===== src/rtc_pkg.sv =====
// Package for the real-time clock divider, rate and control block
package rtc_pkg;

  localparam int unsigned PADDR_W = 8;

  // Register indices; the byte address is four times the index
  localparam logic [7:0] IDX_DIV_RATE = 8'h0a;
  localparam logic [7:0] IDX_CTRL     = 8'h0b;
  localparam logic [7:0] IDX_FLAGS    = 8'h0c;

  // Divider/rate/status register fields
  localparam int unsigned A_PENDING_BIT = 7;
  localparam int unsigned A_DIVSEL_LSB  = 4;
  localparam int unsigned A_RATESEL_LSB = 0;
  // Control register fields
  localparam int unsigned B_SET_BIT  = 7;
  localparam int unsigned B_PIE_BIT  = 6;
  localparam int unsigned B_AIE_BIT  = 5;
  localparam int unsigned B_UIE_BIT  = 4;
  localparam int unsigned B_SQUARE_WAVE_EN_BIT = 3;
  localparam int unsigned B_BIN_BIT  = 2;
  localparam int unsigned B_H24_BIT  = 1;
  localparam int unsigned B_DSE_BIT  = 0;
  // Flag register fields
  localparam int unsigned C_REQUEST_SUMMARY_FLAG_BIT = 7;
  localparam int unsigned C_FLAG_LSB = 4;

  // Divider select codes and stage bypass counts
  localparam logic [2:0] DIV_FAST  = 3'h0;
  localparam logic [2:0] DIV_MID   = 3'h1;
  localparam logic [2:0] DIV_SLOW  = 3'h2;
  localparam logic [2:0] DIV_HOLDA = 3'h6;
  localparam logic [2:0] DIV_HOLDB = 3'h7;
  localparam int unsigned BYPASS_FAST = 0;
  localparam int unsigned BYPASS_MID  = 2;
  localparam int unsigned BYPASS_SLOW = 7;
  localparam int unsigned DIV_W = 22;
  localparam logic [DIV_W-1:0] DIV_HALF = 22'h200000;

  // Tap offsets: tap bit = rate code + offset
  localparam logic [4:0] TAP_OFS_FAST = 5'h05;
  localparam logic [4:0] TAP_OFS_SLOW = 5'h0c;
  localparam logic [3:0] RATE_SPLIT   = 4'h3;

  // Timing
  localparam int unsigned CLK_MHZ         = 100;
  localparam int unsigned PRE_UPDATE_US   = 244;
  localparam int unsigned UPDATE_FAST_US  = 248;
  localparam int unsigned UPDATE_SLOW_US  = 1984;
  localparam int unsigned PRE_UPDATE_CYC_DEF  = PRE_UPDATE_US * CLK_MHZ;
  localparam int unsigned UPDATE_FAST_CYC_DEF = UPDATE_FAST_US * CLK_MHZ;
  localparam int unsigned UPDATE_SLOW_CYC_DEF = UPDATE_SLOW_US * CLK_MHZ;
  localparam int unsigned UPD_CNT_W = 18;

  // Power-on values of the selects, which the reset pin leaves alone, and of the control register
  localparam logic [3:0] POR_RATESEL = 4'h0;
  localparam logic [2:0] POR_DIVSEL  = 3'h6;
  localparam logic [7:0] POR_CTRL    = 8'h80;

  typedef enum logic [1:0] {UPD_IDLE, UPD_PENDING, UPD_BUSY} upd_state_t;

  typedef struct packed {
    logic               psel;
    logic               penable;
    logic               pwrite;
    logic [PADDR_W-1:0] paddr;
    logic [31:0]        pwdata;
  } apb_req_t;

  typedef struct packed {
    logic        pready;
    logic        pslverr;
    logic [31:0] prdata;
  } apb_rsp_t;

  typedef struct packed {
    logic [7:0] hours;
    logic [7:0] minutes;
    logic [7:0] seconds;
  } time_t;

  typedef struct packed {
    logic advance;
    logic binaryFmt;
    logic hour24;
    logic dstEn;
    logic holdSet;
  } cal_ctl_t;

endpackage


===== src/rtc_divider_rate_and_control.sv =====
// Divider chain, rate taps, update timing and control/flag registers of the clock
`timescale 1ns/1ps
module rtc_divider_rate_and_control
  import rtc_pkg::*;
#(
  parameter int unsigned PRE_UPDATE_CYC  = PRE_UPDATE_CYC_DEF,
  parameter int unsigned UPDATE_FAST_CYC = UPDATE_FAST_CYC_DEF,
  parameter int unsigned UPDATE_SLOW_CYC = UPDATE_SLOW_CYC_DEF
) (
  input  wire logic     core_clk,
  input  wire logic     rstn,
  input  wire logic     clkEn,
  input  wire logic     oscTick,
  input  wire logic     resetPinN,
  input  wire apb_req_t apbReq,
  output apb_rsp_t      apbRsp,
  input  wire time_t    timeNow,
  input  wire time_t    alarmTime,
  output cal_ctl_t      calCtl,
  output logic          irqN,
  output logic          sqwOut
);

  typedef struct packed {
    logic [1:0]           pinSync;
    logic [DIV_W-1:0]     div;
    logic [2:0]           divSel;
    logic [3:0]           rateSel;
    logic [7:0]           ctrl;
    logic                 pf;
    logic                 af;
    logic                 uf;
    logic                 tapPrev;
    upd_state_t           upd;
    logic [UPD_CNT_W-1:0] updCnt;
    logic                 advance;
    logic [7:0]           rdData;
    logic                 irqN;
    logic                 square_wave_out;
  } rtc_state_t;

  localparam rtc_state_t STATE_POR = '{
    pinSync: 2'h3, div: DIV_HALF, divSel: POR_DIVSEL, rateSel: POR_RATESEL,
    ctrl: POR_CTRL, pf: 1'b0, af: 1'b0, uf: 1'b0, tapPrev: 1'b0,
    upd: UPD_IDLE, updCnt: '0, advance: 1'b0, rdData: 8'h00,
    irqN: 1'b1, square_wave_out: 1'b0};

  rtc_state_t s_r;
  rtc_state_t s_nxt;

  function automatic logic [PADDR_W-1:0] byteAddr(input logic [7:0] idx);
    byteAddr = PADDR_W'({idx, 2'b00});
  endfunction

  function automatic logic [4:0] tapIndex(input logic [3:0] rs, input logic [2:0] dv);
    if (dv == DIV_SLOW && rs < RATE_SPLIT) begin
      tapIndex = {1'b0, rs} + TAP_OFS_SLOW;
    end else begin
      tapIndex = {1'b0, rs} + TAP_OFS_FAST;
    end
  endfunction

  function automatic logic byteMatch(input logic [7:0] t, input logic [7:0] a);
    byteMatch = (a[7:6] == 2'b11) || (a == t);
  endfunction

  function automatic logic isRunCode(input logic [2:0] dv);
    isRunCode = (dv == DIV_FAST) || (dv == DIV_MID) || (dv == DIV_SLOW);
  endfunction

  logic                 setup;
  logic                 access;
  logic                 hitA;
  logic                 hitB;
  logic                 hitC;
  logic                 pinLow;
  logic                 tick1Hz;
  logic                 tapNow;
  logic                 pfSet;
  logic                 afSet;
  logic                 ufSet;
  logic [2:0]           flagClr;
  logic [DIV_W:0]       divSum;
  logic [DIV_W:0]       divStep;
  logic [UPD_CNT_W-1:0] updLen;
  logic [2:0]           enables;
  logic                 setRise;

  assign hitA   = apbReq.paddr == byteAddr(IDX_DIV_RATE);
  assign hitB   = apbReq.paddr == byteAddr(IDX_CTRL);
  assign hitC   = apbReq.paddr == byteAddr(IDX_FLAGS);
  assign setup  = apbReq.psel && !apbReq.penable;
  assign access = apbReq.psel && apbReq.penable;
  assign updLen = (s_r.divSel == DIV_SLOW) ? UPD_CNT_W'(UPDATE_SLOW_CYC - 1)
                                           : UPD_CNT_W'(UPDATE_FAST_CYC - 1);

  always_comb begin
    s_nxt   = s_r;
    pinLow  = !s_r.pinSync[1];
    tick1Hz = 1'b0;
    pfSet   = 1'b0;
    afSet   = 1'b0;
    ufSet   = 1'b0;
    flagClr = 3'h0;
    divSum  = '0;
    divStep = '0;
    setRise = 1'b0;
    s_nxt.pinSync = {s_r.pinSync[0], resetPinN};
    s_nxt.advance = 1'b0;

    // Register writes; control registers never wait for the update cycle
    if (access && apbReq.pwrite) begin
      if (hitA) begin
        s_nxt.divSel  = apbReq.pwdata[A_DIVSEL_LSB +: 3];
        s_nxt.rateSel = apbReq.pwdata[A_RATESEL_LSB +: 4];
      end
      if (hitB) begin
        setRise    = apbReq.pwdata[B_SET_BIT] && !s_r.ctrl[B_SET_BIT];
        s_nxt.ctrl = apbReq.pwdata[7:0];
        if (setRise) begin
          s_nxt.ctrl[B_UIE_BIT] = 1'b0;
        end
      end
    end

    // Read data is latched in the setup cycle so it holds steady through access
    if (setup) begin
      if (hitA) begin
        s_nxt.rdData = {s_r.upd != UPD_IDLE, s_r.divSel, s_r.rateSel};
      end else if (hitB) begin
        s_nxt.rdData = s_r.ctrl;
      end else if (hitC) begin
        s_nxt.rdData = {!s_r.irqN, s_r.pf, s_r.af, s_r.uf, 4'h0};
      end else begin
        s_nxt.rdData = 8'h00;
      end
    end
    if (access && !apbReq.pwrite && hitC) begin
      flagClr = s_r.rdData[C_FLAG_LSB +: 3];
    end

    // Divider chain advances only on oscillator ticks
    if (!isRunCode(s_nxt.divSel)) begin
      // Hold codes park the chain halfway so the first tick lands 0.5 s on
      if (s_nxt.divSel == DIV_HOLDA || s_nxt.divSel == DIV_HOLDB) begin
        s_nxt.div = DIV_HALF;
      end
    end else if (oscTick) begin
      case (s_nxt.divSel)
        DIV_FAST: divStep = (DIV_W+1)'(1) << BYPASS_FAST;
        DIV_MID:  divStep = (DIV_W+1)'(1) << BYPASS_MID;
        default:  divStep = (DIV_W+1)'(1) << BYPASS_SLOW;
      endcase
      divSum    = {1'b0, s_r.div} + divStep;
      s_nxt.div = divSum[DIV_W-1:0];
      tick1Hz   = divSum[DIV_W];
    end

    // Shared tap for periodic flag and square wave; falling edge marks a period
    tapNow        = s_nxt.div[tapIndex(s_nxt.rateSel, s_nxt.divSel)];
    s_nxt.tapPrev = tapNow;
    if (s_nxt.rateSel != 4'h0) begin
      pfSet = s_r.tapPrev && !tapNow;
    end
    s_nxt.square_wave_out = s_nxt.ctrl[B_SQUARE_WAVE_EN_BIT] && (s_nxt.rateSel != 4'h0) && tapNow;

    // Update sequence: pending window, then busy window
    if (s_nxt.ctrl[B_SET_BIT]) begin
      s_nxt.upd    = UPD_IDLE;
      s_nxt.updCnt = '0;
    end else begin
      case (s_r.upd)
        UPD_IDLE: begin
          if (tick1Hz) begin
            s_nxt.upd    = UPD_PENDING;
            s_nxt.updCnt = UPD_CNT_W'(PRE_UPDATE_CYC - 1);
          end
        end
        UPD_PENDING: begin
          if (s_r.updCnt == '0) begin
            s_nxt.upd     = UPD_BUSY;
            s_nxt.updCnt  = updLen;
            s_nxt.advance = 1'b1;
          end else begin
            s_nxt.updCnt = s_r.updCnt - 1'b1;
          end
        end
        UPD_BUSY: begin
          if (s_r.updCnt == '0) begin
            s_nxt.upd = UPD_IDLE;
            ufSet     = 1'b1;
            afSet     = byteMatch(timeNow.hours, alarmTime.hours) &&
                        byteMatch(timeNow.minutes, alarmTime.minutes) &&
                        byteMatch(timeNow.seconds, alarmTime.seconds);
          end else begin
            s_nxt.updCnt = s_r.updCnt - 1'b1;
          end
        end
        default: begin
          s_nxt.upd    = UPD_IDLE;
          s_nxt.updCnt = '0;
        end
      endcase
    end

    // A new event in the read-clear cycle survives the clear
    s_nxt.pf = (s_r.pf && !flagClr[2]) || pfSet;
    s_nxt.af = (s_r.af && !flagClr[1]) || afSet;
    s_nxt.uf = (s_r.uf && !flagClr[0]) || ufSet;

    // Reset pin clears enables, flags and the square-wave output; formats, set and selects survive
    if (pinLow) begin
      s_nxt.ctrl[B_PIE_BIT]  = 1'b0;
      s_nxt.ctrl[B_AIE_BIT]  = 1'b0;
      s_nxt.ctrl[B_UIE_BIT]  = 1'b0;
      s_nxt.ctrl[B_SQUARE_WAVE_EN_BIT] = 1'b0;
      s_nxt.square_wave_out = 1'b0;
      s_nxt.pf  = 1'b0;
      s_nxt.af  = 1'b0;
      s_nxt.uf  = 1'b0;
    end

    enables    = {s_nxt.ctrl[B_PIE_BIT], s_nxt.ctrl[B_AIE_BIT], s_nxt.ctrl[B_UIE_BIT]};
    s_nxt.irqN = !(|({s_nxt.pf, s_nxt.af, s_nxt.uf} & enables));

    if (!clkEn) begin
      s_nxt = s_r;
    end
  end

  always_ff @(posedge core_clk or negedge rstn) begin
    if (!rstn) begin
      s_r <= STATE_POR;
    end else begin
      s_r <= s_nxt;
    end
  end

  // Zero-wait slave; a frozen clock enable stretches the access phase
  assign apbRsp.pready  = apbReq.penable && clkEn;
  assign apbRsp.pslverr = access && !(hitA || hitB || hitC);
  assign apbRsp.prdata  = {24'h0, s_r.rdData};

  assign irqN   = s_r.irqN;
  assign sqwOut = s_r.square_wave_out;
  assign calCtl = '{advance:   s_r.advance,
                    binaryFmt: s_r.ctrl[B_BIN_BIT],
                    hour24:    s_r.ctrl[B_H24_BIT],
                    dstEn:     s_r.ctrl[B_DSE_BIT],
                    holdSet:   s_r.ctrl[B_SET_BIT]};

  // Helper: length of the pending window actually spent
  logic [UPD_CNT_W-1:0] pendLen;
  always_ff @(posedge core_clk or negedge rstn) begin
    if (!rstn) begin
      pendLen <= '0;
    end else if (clkEn) begin
      if (s_r.upd == UPD_PENDING) begin
        pendLen <= pendLen + 1'b1;
      end else begin
        pendLen <= '0;
      end
    end
  end

  chk_pending_window: assert property (@(posedge core_clk) disable iff (!rstn)
    (s_r.upd == UPD_BUSY && $past(s_r.upd) == UPD_PENDING) |->
      pendLen == UPD_CNT_W'(PRE_UPDATE_CYC))
    else $error("pending window length wrong");

  chk_busy_load: assert property (@(posedge core_clk) disable iff (!rstn)
    (s_r.upd == UPD_BUSY && $past(s_r.upd) == UPD_PENDING) |->
      s_r.updCnt == updLen && s_r.advance)
    else $error("update duration not loaded");

  chk_hold_half: assert property (@(posedge core_clk) disable iff (!rstn)
    (clkEn && (s_r.divSel == DIV_HOLDA || s_r.divSel == DIV_HOLDB) &&
     !(apbReq.psel && apbReq.penable && apbReq.pwrite && hitA)) |=> s_r.div == DIV_HALF)
    else $error("divider not parked at half");

  chk_set_blocks: assert property (@(posedge core_clk) disable iff (!rstn)
    s_r.ctrl[B_SET_BIT] |-> s_r.upd == UPD_IDLE && !s_r.advance)
    else $error("update while set bit high");

  chk_set_clears_uie: assert property (@(posedge core_clk) disable iff (!rstn)
    $rose(s_r.ctrl[B_SET_BIT]) |-> !s_r.ctrl[B_UIE_BIT])
    else $error("update-end enable survived set");

  chk_sqw_gated: assert property (@(posedge core_clk) disable iff (!rstn)
    (!s_r.ctrl[B_SQUARE_WAVE_EN_BIT] || s_r.rateSel == 4'h0) |-> !sqwOut)
    else $error("square wave while disabled");

  chk_irq_summary: assert property (@(posedge core_clk) disable iff (!rstn)
    irqN == !((s_r.pf && s_r.ctrl[B_PIE_BIT]) || (s_r.af && s_r.ctrl[B_AIE_BIT]) ||
              (s_r.uf && s_r.ctrl[B_UIE_BIT])))
    else $error("interrupt output disagrees with flags");

  chk_update_flag: assert property (@(posedge core_clk) disable iff (!rstn)
    (s_r.upd == UPD_BUSY && s_r.updCnt == '0 && clkEn && !s_nxt.ctrl[B_SET_BIT] &&
     s_r.pinSync[1]) |=> s_r.uf)
    else $error("update-done flag missing");

  chk_read_clears: assert property (@(posedge core_clk) disable iff (!rstn)
    (access && !apbReq.pwrite && hitC && clkEn && !ufSet && !afSet && !pfSet) |=>
      (({s_r.pf, s_r.af, s_r.uf} & $past(s_r.rdData[6:4])) == 3'h0))
    else $error("flag survived read");

  chk_pending_bit: assert property (@(posedge core_clk) disable iff (!rstn)
    (setup && hitA && clkEn && s_r.upd != UPD_IDLE) |=> s_r.rdData[A_PENDING_BIT])
    else $error("pending bit not reported");

  cov_full_update: cover property (@(posedge core_clk) disable iff (!rstn)
    s_r.upd == UPD_BUSY ##1 s_r.upd == UPD_IDLE);
  cov_periodic: cover property (@(posedge core_clk) disable iff (!rstn)
    $rose(s_r.pf) && s_r.ctrl[B_PIE_BIT]);
  cov_set_abort: cover property (@(posedge core_clk) disable iff (!rstn)
    s_r.upd == UPD_BUSY ##1 s_r.ctrl[B_SET_BIT]);
  cov_alarm: cover property (@(posedge core_clk) disable iff (!rstn)
    $rose(s_r.af));

endmodule


===== config.mk =====
export PLATFORM = sky130hd
export DESIGN_NAME = rtc_divider_rate_and_control
export DESIGN_NICKNAME = d
export VERILOG_FILES = /design/src/rtc_pkg.sv /design/src/rtc_divider_rate_and_control.sv
export SDC_FILE = /design/constraint.sdc
export NUM_CORES = 1
export LEC_CHECK = 0
export BUFFER_PORTS_ARGS = -buffer_cell sky130_fd_sc_hd__buf_4
export CORE_MARGIN = 2
export CORE_UTILIZATION = 59
export CTS_CLUSTER_SIZE = 20
export DETAILED_ROUTE_END_ITERATION = 10
export GPL_TIMING_DRIVEN = 0
export PLACE_DENSITY = 0.87
export RECOVER_POWER = 50
export SKIP_LAST_GASP = 1
export SYNTH_ARGS = -nofsm -noshare
export SYNTH_HDL_FRONTEND = slang
export SYNTH_SLANG_ARGS = --single-unit
export TNS_END_PERCENT = 5

===== constraint.sdc =====
create_clock -name core_clk -period 7.36 [get_ports core_clk]
set_input_delay 2.208 -clock core_clk [delete_from_list [all_inputs] [get_ports core_clk]]
set_output_delay 2.208 -clock core_clk [all_outputs]
set_load 0.02 [all_outputs]

* Word-level counts from Yosys, hierarchy flattened
Cells that the tools add are included.
** Word-level totals
- Logic and storage cells :: 130
- Memories :: 0
- Register bits after elaboration :: 74
- Latch bits :: 0
- Memory bits (read-only) :: 0
- Bits in writable memories :: 0
- Input port bits :: 96
** Operators by class
- Multiply operators :: 0
- Bitwise operators :: 1
- Reductions and logical operators :: 48
- Shift-type cells :: 0
- Equality and inequality tests :: 20
- $lt $le $gt $ge :: 2
- Add/subtract/negate cells :: 4
- Divide/modulo/power cells :: 0
- Multiplexer cells :: 39
** Operators with widths (number)
- 2-to-1 mux 22 bit :: 3
- case mux 20 bit (3 select lines) :: 1
- 2-to-1 mux 18 bit :: 3
- 2-to-1 mux 23 bit :: 2
- 2-to-1 mux 20 bit :: 2
- 2-to-1 mux 8 bit :: 4
- == test 8 x 6 -> 1 bit (second input constant) :: 3
- == test 8 bit :: 3
- adder 22 x 23 -> 23 bit :: 1
- zero test 18 bit :: 1
- subtractor 18 x 1 -> 18 bit (second input constant) :: 1
- logical AND 1 bit :: 17
- case mux 8 bit (2 select lines) :: 1
- 2-to-1 mux 15 bit :: 1
- 2-to-1 mux 1 bit :: 14
- logical OR 1 bit :: 11
- zero test 1 bit :: 10
- != test 3 bit (second input constant) :: 3
- == test 2 bit (second input constant) :: 4
- 2-to-1 mux 7 bit :: 1
- == test 3 x 2 -> 1 bit (second input constant) :: 2
- == test 3 bit (second input constant) :: 2
- less-than comparator 5 x 6 -> 1 bit (second input constant) :: 1
- 2-to-1 mux 3 bit :: 2
- other kinds (19) :: 21

* Longest topological paths before layout
Gate-level depths: netlist (run 1).
- Depth after elaboration :: 22
- Mapped depth :: 18
- Depth with buffers taken out :: 16

* Worst setup path after synthesis (run 1)
Ideal clock, no wire load.
- Path type :: input -> register
- From :: input apbReq[33] in the netlist's numbering
- To :: register s_r[34] in the netlist's numbering
- Arrival time :: 5.806 ns
- Path buffers :: 1
- Required time :: 7.293 ns
- Stages :: 13
- Setup slack :: 1.487 ns
- Path through :: nor4_4 > and4_1 > buf_4 > mux2i_1 > ha_1 > nor2b_1 > nand3_1 > mux2i_4 > mux2i_1 > mux4_2 > o221ai_1 > and4_1 > a32o_1
** Between the ends
- Cells in the longest elaborated chain, start to end :: 17
** RTL lines
- start: declaration :: line rtc_divider_rate_and_control.sv:15 : input wire apb_req_t apbReq,
- == test 8 x 6 -> 1 bit :: line rtc_divider_rate_and_control.sv:89 : assign hitA = apbReq.paddr == byteAddr(IDX_DIV_RATE);
- 2-to-1 mux 7 bit :: line rtc_divider_rate_and_control.sv:113 : if (hitA) begin
- 2-to-1 mux 15 bit :: line rtc_divider_rate_and_control.sv:112 : if (access && apbReq.pwrite) begin
- == test 3 x 1 -> 1 bit / zero test 3 bit (equally long branches) :: line rtc_divider_rate_and_control.sv:68, rtc_divider_rate_and_control.sv:149
- case mux 8 bit (2 select lines) :: line rtc_divider_rate_and_control.sv:149 : case (s_nxt.divSel)
- 2-to-1 mux 23 bit :: line rtc_divider_rate_and_control.sv:148 : end else if (oscTick) begin
- 2-to-1 mux 23 bit :: line rtc_divider_rate_and_control.sv:143 : if (!isRunCode(s_nxt.divSel)) begin
- adder 22 x 23 -> 23 bit :: line rtc_divider_rate_and_control.sv:154 : divSum = {1'b0, s_r.div} + divStep;
- 2-to-1 mux 22 bit :: line rtc_divider_rate_and_control.sv:148
- 2-to-1 mux 22 bit :: line rtc_divider_rate_and_control.sv:143
- binary-select mux 1 bit (select 5 bit) :: line rtc_divider_rate_and_control.sv:160 : tapNow = s_nxt.div[tapIndex(s_nxt.rateSel, s_nxt.divSel)];
- 2-to-1 mux 1 bit (implied by the code) :: line rtc_divider_rate_and_control.sv:160
- zero test 1 bit :: line rtc_divider_rate_and_control.sv:163 : pfSet = s_r.tapPrev && !tapNow;
- logical AND 1 bit :: line rtc_divider_rate_and_control.sv:163
- 2-to-1 mux 1 bit :: line rtc_divider_rate_and_control.sv:162 : if (s_nxt.rateSel != 4'h0) begin
- logical OR 1 bit * :: line rtc_divider_rate_and_control.sv:207 : s_nxt.pf = (s_r.pf && !flagClr[2]) || pfSet;
- 2-to-1 mux 3 bit * :: line rtc_divider_rate_and_control.sv:212 : if (pinLow) begin
- end signal: assignment :: line rtc_divider_rate_and_control.sv:235 : s_r <= s_nxt;
- end: declaration :: line rtc_divider_rate_and_control.sv:48 : rtc_state_t s_r;
Mark *: on every way between the ends. The rest lies on a longest branch, timed or not. The select of a mux whose other input is x is not followed.
A chain may end at the register's enable or synchronous reset.

* Worst setup path in the final report (run 1)
- From :: input apbReq[33] in the netlist's numbering
- To :: register s_r[27] in the netlist's numbering
** Between the ends
- Cells in the longest elaborated chain, start to end :: 12
** RTL lines (line)
- == test 8 x 6 -> 1 bit :: rtc_divider_rate_and_control.sv:89
- 2-to-1 mux 7 bit :: rtc_divider_rate_and_control.sv:113
- 2-to-1 mux 15 bit * :: rtc_divider_rate_and_control.sv:112
- == test 3 x 1 -> 1 bit / zero test 3 bit (equally long branches) :: rtc_divider_rate_and_control.sv:68, rtc_divider_rate_and_control.sv:149
- case mux 8 bit (2 select lines) :: rtc_divider_rate_and_control.sv:149
- 2-to-1 mux 23 bit :: rtc_divider_rate_and_control.sv:148
- 2-to-1 mux 23 bit :: rtc_divider_rate_and_control.sv:143
- adder 22 x 23 -> 23 bit :: rtc_divider_rate_and_control.sv:154
- 2-to-1 mux 1 bit :: rtc_divider_rate_and_control.sv:148
- 2-to-1 mux 1 bit :: rtc_divider_rate_and_control.sv:143
- != test 3 bit (no line)
- AND reduction 3 bit (no line)
Marked as above.

==> run_results.csv, run 1 <==
group,metric,value,unit
final_layout,layout_common_cells,"buf_4 (116), nand2_1 (80), dfrtp_1 (67)",
setup_path,critPathCaptureType,"flop",
placement,pre_cts_slack,0.584,ns
cts,cts.repair.resized,0,
synthesis,yosys_register_bits,74,
routing,totalWireLength,16800,um
routing,drcViolationCount,0,
synthesis,syn_area,5760,sq um
synthesis,ys_seq_area_share,32.3,%
pwr,leakage,0.00297,uW
routing,wire_per_inst,17.8,um
cts,cts-root-buf,"clkbuf_8",
synthesis,synth_cell_types,67,
sta,fin_skew,0.0101,ns
sta,fin_tns_setup,0,ns
grt,grt_usage,32.7,%
hold_path,hold_path.class,"flop to flop",
cts,clk_pin_slew,0.08,ns
run_status,outcome,"complete, but fails checks",
floorplanning,chipWidth,103,um
cts,cts_tree,"yes",
placement,dp_hpwl,12400,um
grt,first_global_vias,5453,
final_layout,syn_to_final_growth,18.2,%
synthesis,synthTopCellsByArea,"dfrtp_1 (29%), nand2_1 (5.2%), buf_4 (5.0%)",
routing,viasPerCell,6.24,
synthesis,async_flop_share,100,%
placement,placed_cell_area,6650,sq um
run_status,failed_checks,"max-capacitance violations, max-slew violations",
routing,drt-initial-drc-count,495,
sta,fmax,0.154,GHz
final_layout,drive_above_1_share,21.0,%
placement,port_buffers,85,
floorplanning,dieArea,10600,sq um
cts,cts_sinks,74,
setup_path,crit_type,"input pin to flop",
synthesis,syn_avg_cell_area,8.39,sq um
synthesis,synth_largest_type_area_fraction,29.1,%
setup_path,critical_path_required,7.61,ns
cts,post_cts_buffers,0,
final_layout,final_common_cell,"buf_4",
floorplanning,core_area,9640,sq um
pwr,cellPowerDensity,198,nW/um^2
sta,maxSlewHeadroom,-170,%
sta,max_slew.worst_pin.slew,4.05,ns
cts,clock_path_buffers,2,
routing,drtPass1Iterations,5,
sta,period_minus_slack,6.49,ns
run,maxCapViolations,1,
synthesis,synth-main-ff-cell,"dfrtp_1",
cts,cts_buffers,9,
grt,antenna_found_initial,0,
setup_path,crit_arrival,6.73,ns
final_layout,final_area,6800,sq um
placement,routabilityCongestion,0.974,
pwr,vdd_ir_drop_max,0.000170,V
floorplanning,ioPinCount,137,
floorplanning,initial_core_util,59.7,%
sta,finalHoldViolCount,0,
sta,fin_hold_ws,0.486,ns
setup_path,cp_max_fo,10,
synthesis,synthCells,686,
setup_path,cp-start-kind,"input pin",
synthesis,synth.largest_area_cell,"dfrtp_1",
synthesis,synth-edff-count,0,
cts,h-tree-depth,3,
final_layout,fin_util,70.6,%
sta,fin_ws,0.872,ns
sta,fin_crit_sh,88.2,%
sta,final-max-slew-violation-count,75,
final_layout,finish.net_count,911,
floorplanning,die_h,103,um
cts,hold_buffers,0,
sta,setup_violations,0,
floorplanning,fp-row-count,36,
routing,vias,5889,
grt,grt-ovfl-total,0,
final_layout,diodes,0,
routing,ant_nets,0,
grt,grt_pass1_wl,26800,um
synthesis,ys_warn_count,0,
cts,insertion_delay,0.36,ns
grt,grt_max_degree,75,
sta,grt_setup_unrepaired,"no",
cell type report:
type | count | area (sq um)
Clock inverter | 4 | 26.3
Inverter | 18 | 67.6
Fill cell | 798 | 2840
Clock buffer | 12 | 155
Buffer | 72 | 415
Timing Repair Buffer | 85 | 612
Sequential cell | 74 | 1860
Tap cell | 133 | 166
Multi-Input combinational cell | 545 | 3500
state kept, by name, summed over array words and instances, names as in the netlist:
signal	cells
apbRsp	8
sqwOut	1
irqN	1
s_r	59
calCtl	5
path summary, 6_finish.rpt:
kind                            start        end  slack [ns]  cells past startpoint
setup / recovery           apbReq[33]    s_r[27]        0.87                     19
hold / removal              apbRsp[7]  apbRsp[7]        0.49                      2
setup reg to reg              s_r[49]    s_r[27]        2.84                     16
hold reg to reg             apbRsp[7]  apbRsp[7]        0.49                      2
max in group asynchronous        rstn    s_r[59]        1.83                      1
min in group asynchronous        rstn  apbRsp[1]        3.25                      1
per-layer routing:
layer	vias to the layer above	wire, um	GRT usage [%]
met5	-	0	0
met4	0	438	12.1
met3	46	1380	6.71
met2	330	8160	53.7
met1	2796	6810	43.0
li1	2717	-	-
report_power, final:
part           switching [uW]  internal [uW]  total (uW)
clock                     162            141         302
sequential               59.3            466         525
combinational             303            215         518
total                     524            821        1350
synthesized netlist by cell type (14+ instances only):
| cell type | number |
|---|---|
| nand2_1 | 80 |
| dfrtp_1 | 67 |
| o21ai_0 | 56 |
| nor2_1 | 45 |
| a21oi_1 | 44 |
| buf_4 | 38 |
| clkbuf_1 | 32 |
| xor2_1 | 28 |
| nor3_1 | 22 |
| mux2i_1 | 19 |
| nor4_1 | 18 |
| inv_1 | 17 |
| mux2_2 | 15 |
| nand3_1 | 15 |
| o31ai_1 | 14 |
per-stage QoR:
| stage | total power (uW) | std cells |
|---|---|---|
| 2_1_floorplan | 882 | 709 |
| 3_3_place_gp | 1010 | 927 |
| 3_5_place_dp | 1030 | 927 |
| 4_1_cts | 1330 | 943 |
| 5_1_grt | 1420 | 943 |
| 6_report | 1350 | 943 |
worst max-delay path, cell delays in order:
cell      delay (ns)
buf_4           0.12
nor4_4          0.38
and4_1          0.31
buf_4           0.22
nor3_1          0.07
a21oi_1         0.27
nor2b_1         0.09
ha_1            0.21
ha_1            0.22
a21o_1          0.22
a31oi_1         0.66
nor2_1          0.15
nand4b_1        0.18
a31o_2          0.27
or2_2           0.14
clkbuf_1        0.27
clkbuf_1        0.45
o21ai_0         0.19
o41ai_1         0.10
kinds of logic after synthesis:
logic type | count (synthesis) | synth area share [%]
flops | 74 | 32.3
other cells | 1 | 0.0652
xor+xnor | 36 | 5.80
compound gates | 199 | 22.6
fa+ha+maj | 11 | 2.35
mux | 37 | 7.26
buf+inv | 90 | 8.39
simple gates | 238 | 21.2
Note: power is estimated with default switching activity, not from simulation.
==> run 2, diff against run 1 <==
CORE_MARGIN = 10   (was 2)
==> run 2 against run 1 <==
Compared with the run above:
- the run still ends with max-capacitance violations, max-slew violations left
- clock power increased by 14%
- sequential share of layout area shrank 0.15 points
- power grew 3.5%
- global-route usage shrank 9.0 points
- die area grew 34%
- sequential cell count unchanged
- critical path type unchanged
- critical endpoint is now s_r[14]
- largest cell class unchanged
==> run_results.csv, run 2 (synthesis results as in run 1) <==
group,metric,value,unit
routing,totalWireLength,17200,um
sta,fmax,0.155,GHz
routing,ant_nets,0,
final_layout,diodes,0,
sta,fin_crit_sh,87.6,%
routing,drcViolationCount,0,
pwr,leakage,0.00299,uW
floorplanning,initial_core_util,61.4,%
cts,clk_pin_slew,0.09,ns
hold_path,hold_path.class,"flop to flop",
sta,finalHoldViolCount,0,
placement,dp_hpwl,13200,um
pwr,p_total,1390,uW
setup_path,cpPeakStageDelay,0.60,ns
final_layout,layout_common_cells,"buf_4 (120), nand2_1 (80), dfrtp_1 (67)",
routing,viasPerCell,6.28,
final_layout,drive_above_1_share,21.6,%
floorplanning,chipWidth,119,um
run,maxCapViolations,1,
sta,final-max-slew-violation-count,75,
setup_path,crit_type,"input pin to flop",
placement,routabilityCongestion,0.949,
sta,fin_skew,0.0153,ns
floorplanning,dieArea,14100,sq um
run_status,failed_checks,"max-capacitance violations, max-slew violations",
routing,wire_per_inst,18.4,um
sta,grt_setup_unrepaired,"no",
final_layout,largest_reg_flops,59,
cts,post_cts_buffers,0,
setup_path,timing.reg2reg.setup_slack,2.96,ns
floorplanning,die_h,119,um
cts,cts_tree,"yes",
setup_path,critPathTopFamily,"compound AO/OA/AOI/OAI gates",
sta,maxSlewHeadroom,-163,%
cts,cts-root-buf,"clkbuf_8",
setup_path,cpMaxStageDelayCell,"a31oi_1",
setup_path,critPathCaptureType,"flop",
grt,grt-ovfl-total,0,
pwr,cellPowerDensity,204,nW/um^2
pwr,vdd_ir_drop_max,0.000174,V
cts,h-tree-depth,3,
cts,cts_sinks,74,
floorplanning,core_area,9370,sq um
floorplanning,fp-row-count,35,
sta,max_slew.worst_pin.slew,3.94,ns
setup_path,crit_arrival,6.70,ns
sta,fin_tns_setup,0,ns
routing,drtPass1Iterations,5,
placement,port_buffers,85,
cts,insertion_delay,0.37,ns
run_status,outcome,"complete, but fails checks",
routing,drt-initial-drc-count,573,
grt,grt_max_degree,75,
final_layout,top_register,"s_r",
setup_path,critical_path_required,7.62,ns
setup_path,critPathBufInv,4,
grt,first_global_vias,5704,
sta,period_minus_slack,6.44,ns
floorplanning,ioPinCount,137,
setup_path,cp-start-kind,"input pin",
setup_path,cp_max_fo,10,
sta,setup_violations,0,
final_layout,syn_to_final_growth,18.8,%
cts,cts_buffers,9,
cts,cts.repair.resized,0,
final_layout,final_common_cell,"buf_4",
grt,grt_usage,23.8,%
grt,grt_pass1_wl,28400,um
routing,vias,5893,
setup_path,path_cells,"buf_4 > nor4_4 > and4_1 > buf_4 > nor3_1 > a21oi_1 > nor2b_1 > ha_1 > ha_1 > a21o_1 > a31oi_1 > nor2_1 > nand4b_1 > a31o_2 > or2_2 > clkbuf_1 > clkbuf_1 > a21oi_1 > o22a_1",
cts,hold_buffers,0,
cts,clock_path_buffers,2,
final_layout,finish.net_count,911,
grt,antenna_found_initial,0,
==> run 2: cell types whose count changed in the layout (fill, tap and decap cells not counted) <==
cell | previous run | this run
buf_4 | 116 | 120
clkbuf_1 | 40 | 35
inv_6 | 0 | 3
inv_8 | 0 | 1
clkbuf_8 | 11 | 9
clkinv_2 | 2 | 0
bufinv_16 | 0 | 1
==> run 2: routing by layer <==
layer / share of wire, % / track usage, %
met1: 39 / 28.9
met2: 49 / 40.2
met3: 8.5 / 4.66
met4: 3.0 / 9.69
met5: 0 / 0
==> run 2: path summary, 6_finish.rpt <==
kind                       cells past startpoint        end  startpoint
min in group asynchronous                      1  apbRsp[0]        rstn
max reg2reg                                   16    s_r[14]     s_r[49]
max                                           19    s_r[14]  apbReq[33]
min reg2reg                                    1       irqN     s_r[31]
min                                            1       irqN     s_r[31]
max in group asynchronous                      1  calCtl[4]        rstn
==> run 2: through the flow <==
step                      cell area (sq um)  util [%]  hold WS (ns)  setup slack (ns)  cells
after floorplan                        5840         -         0.434              1.49    709
after global placement                 6640      70.9         0.464             0.760    923
after detailed placement               6640      70.9         0.473             0.625    923
after CTS                              6850      73.1         0.486             0.994    939
after global routing                   6840      73.0         0.509             0.625    939
final                                  6840      73.0         0.494             0.916    939
==> run 2: where the power goes <==
| group | switching (uW) | internal [uW] | total [uW] | leakage (uW) |
|---|---|---|---|---|
| Clock | 181 | 163 | 344 | 0.000103 |
| Combinational | 308 | 215 | 523 | 0.00194 |
| Sequential | 59.4 | 466 | 525 | 0.000953 |
| Total | 548 | 844 | 1390 | 0.00299 |
==> run 2: cell type report <==
cell class	count	area (sq um)
multi-input cells	545	3500
fillers	732	2530
flip-flops and latches	74	1860
repair buffers	85	627
plain buffers	72	415
well taps	129	161
clock buffers	9	124
clock inverters	7	83.8
inverters	18	67.6
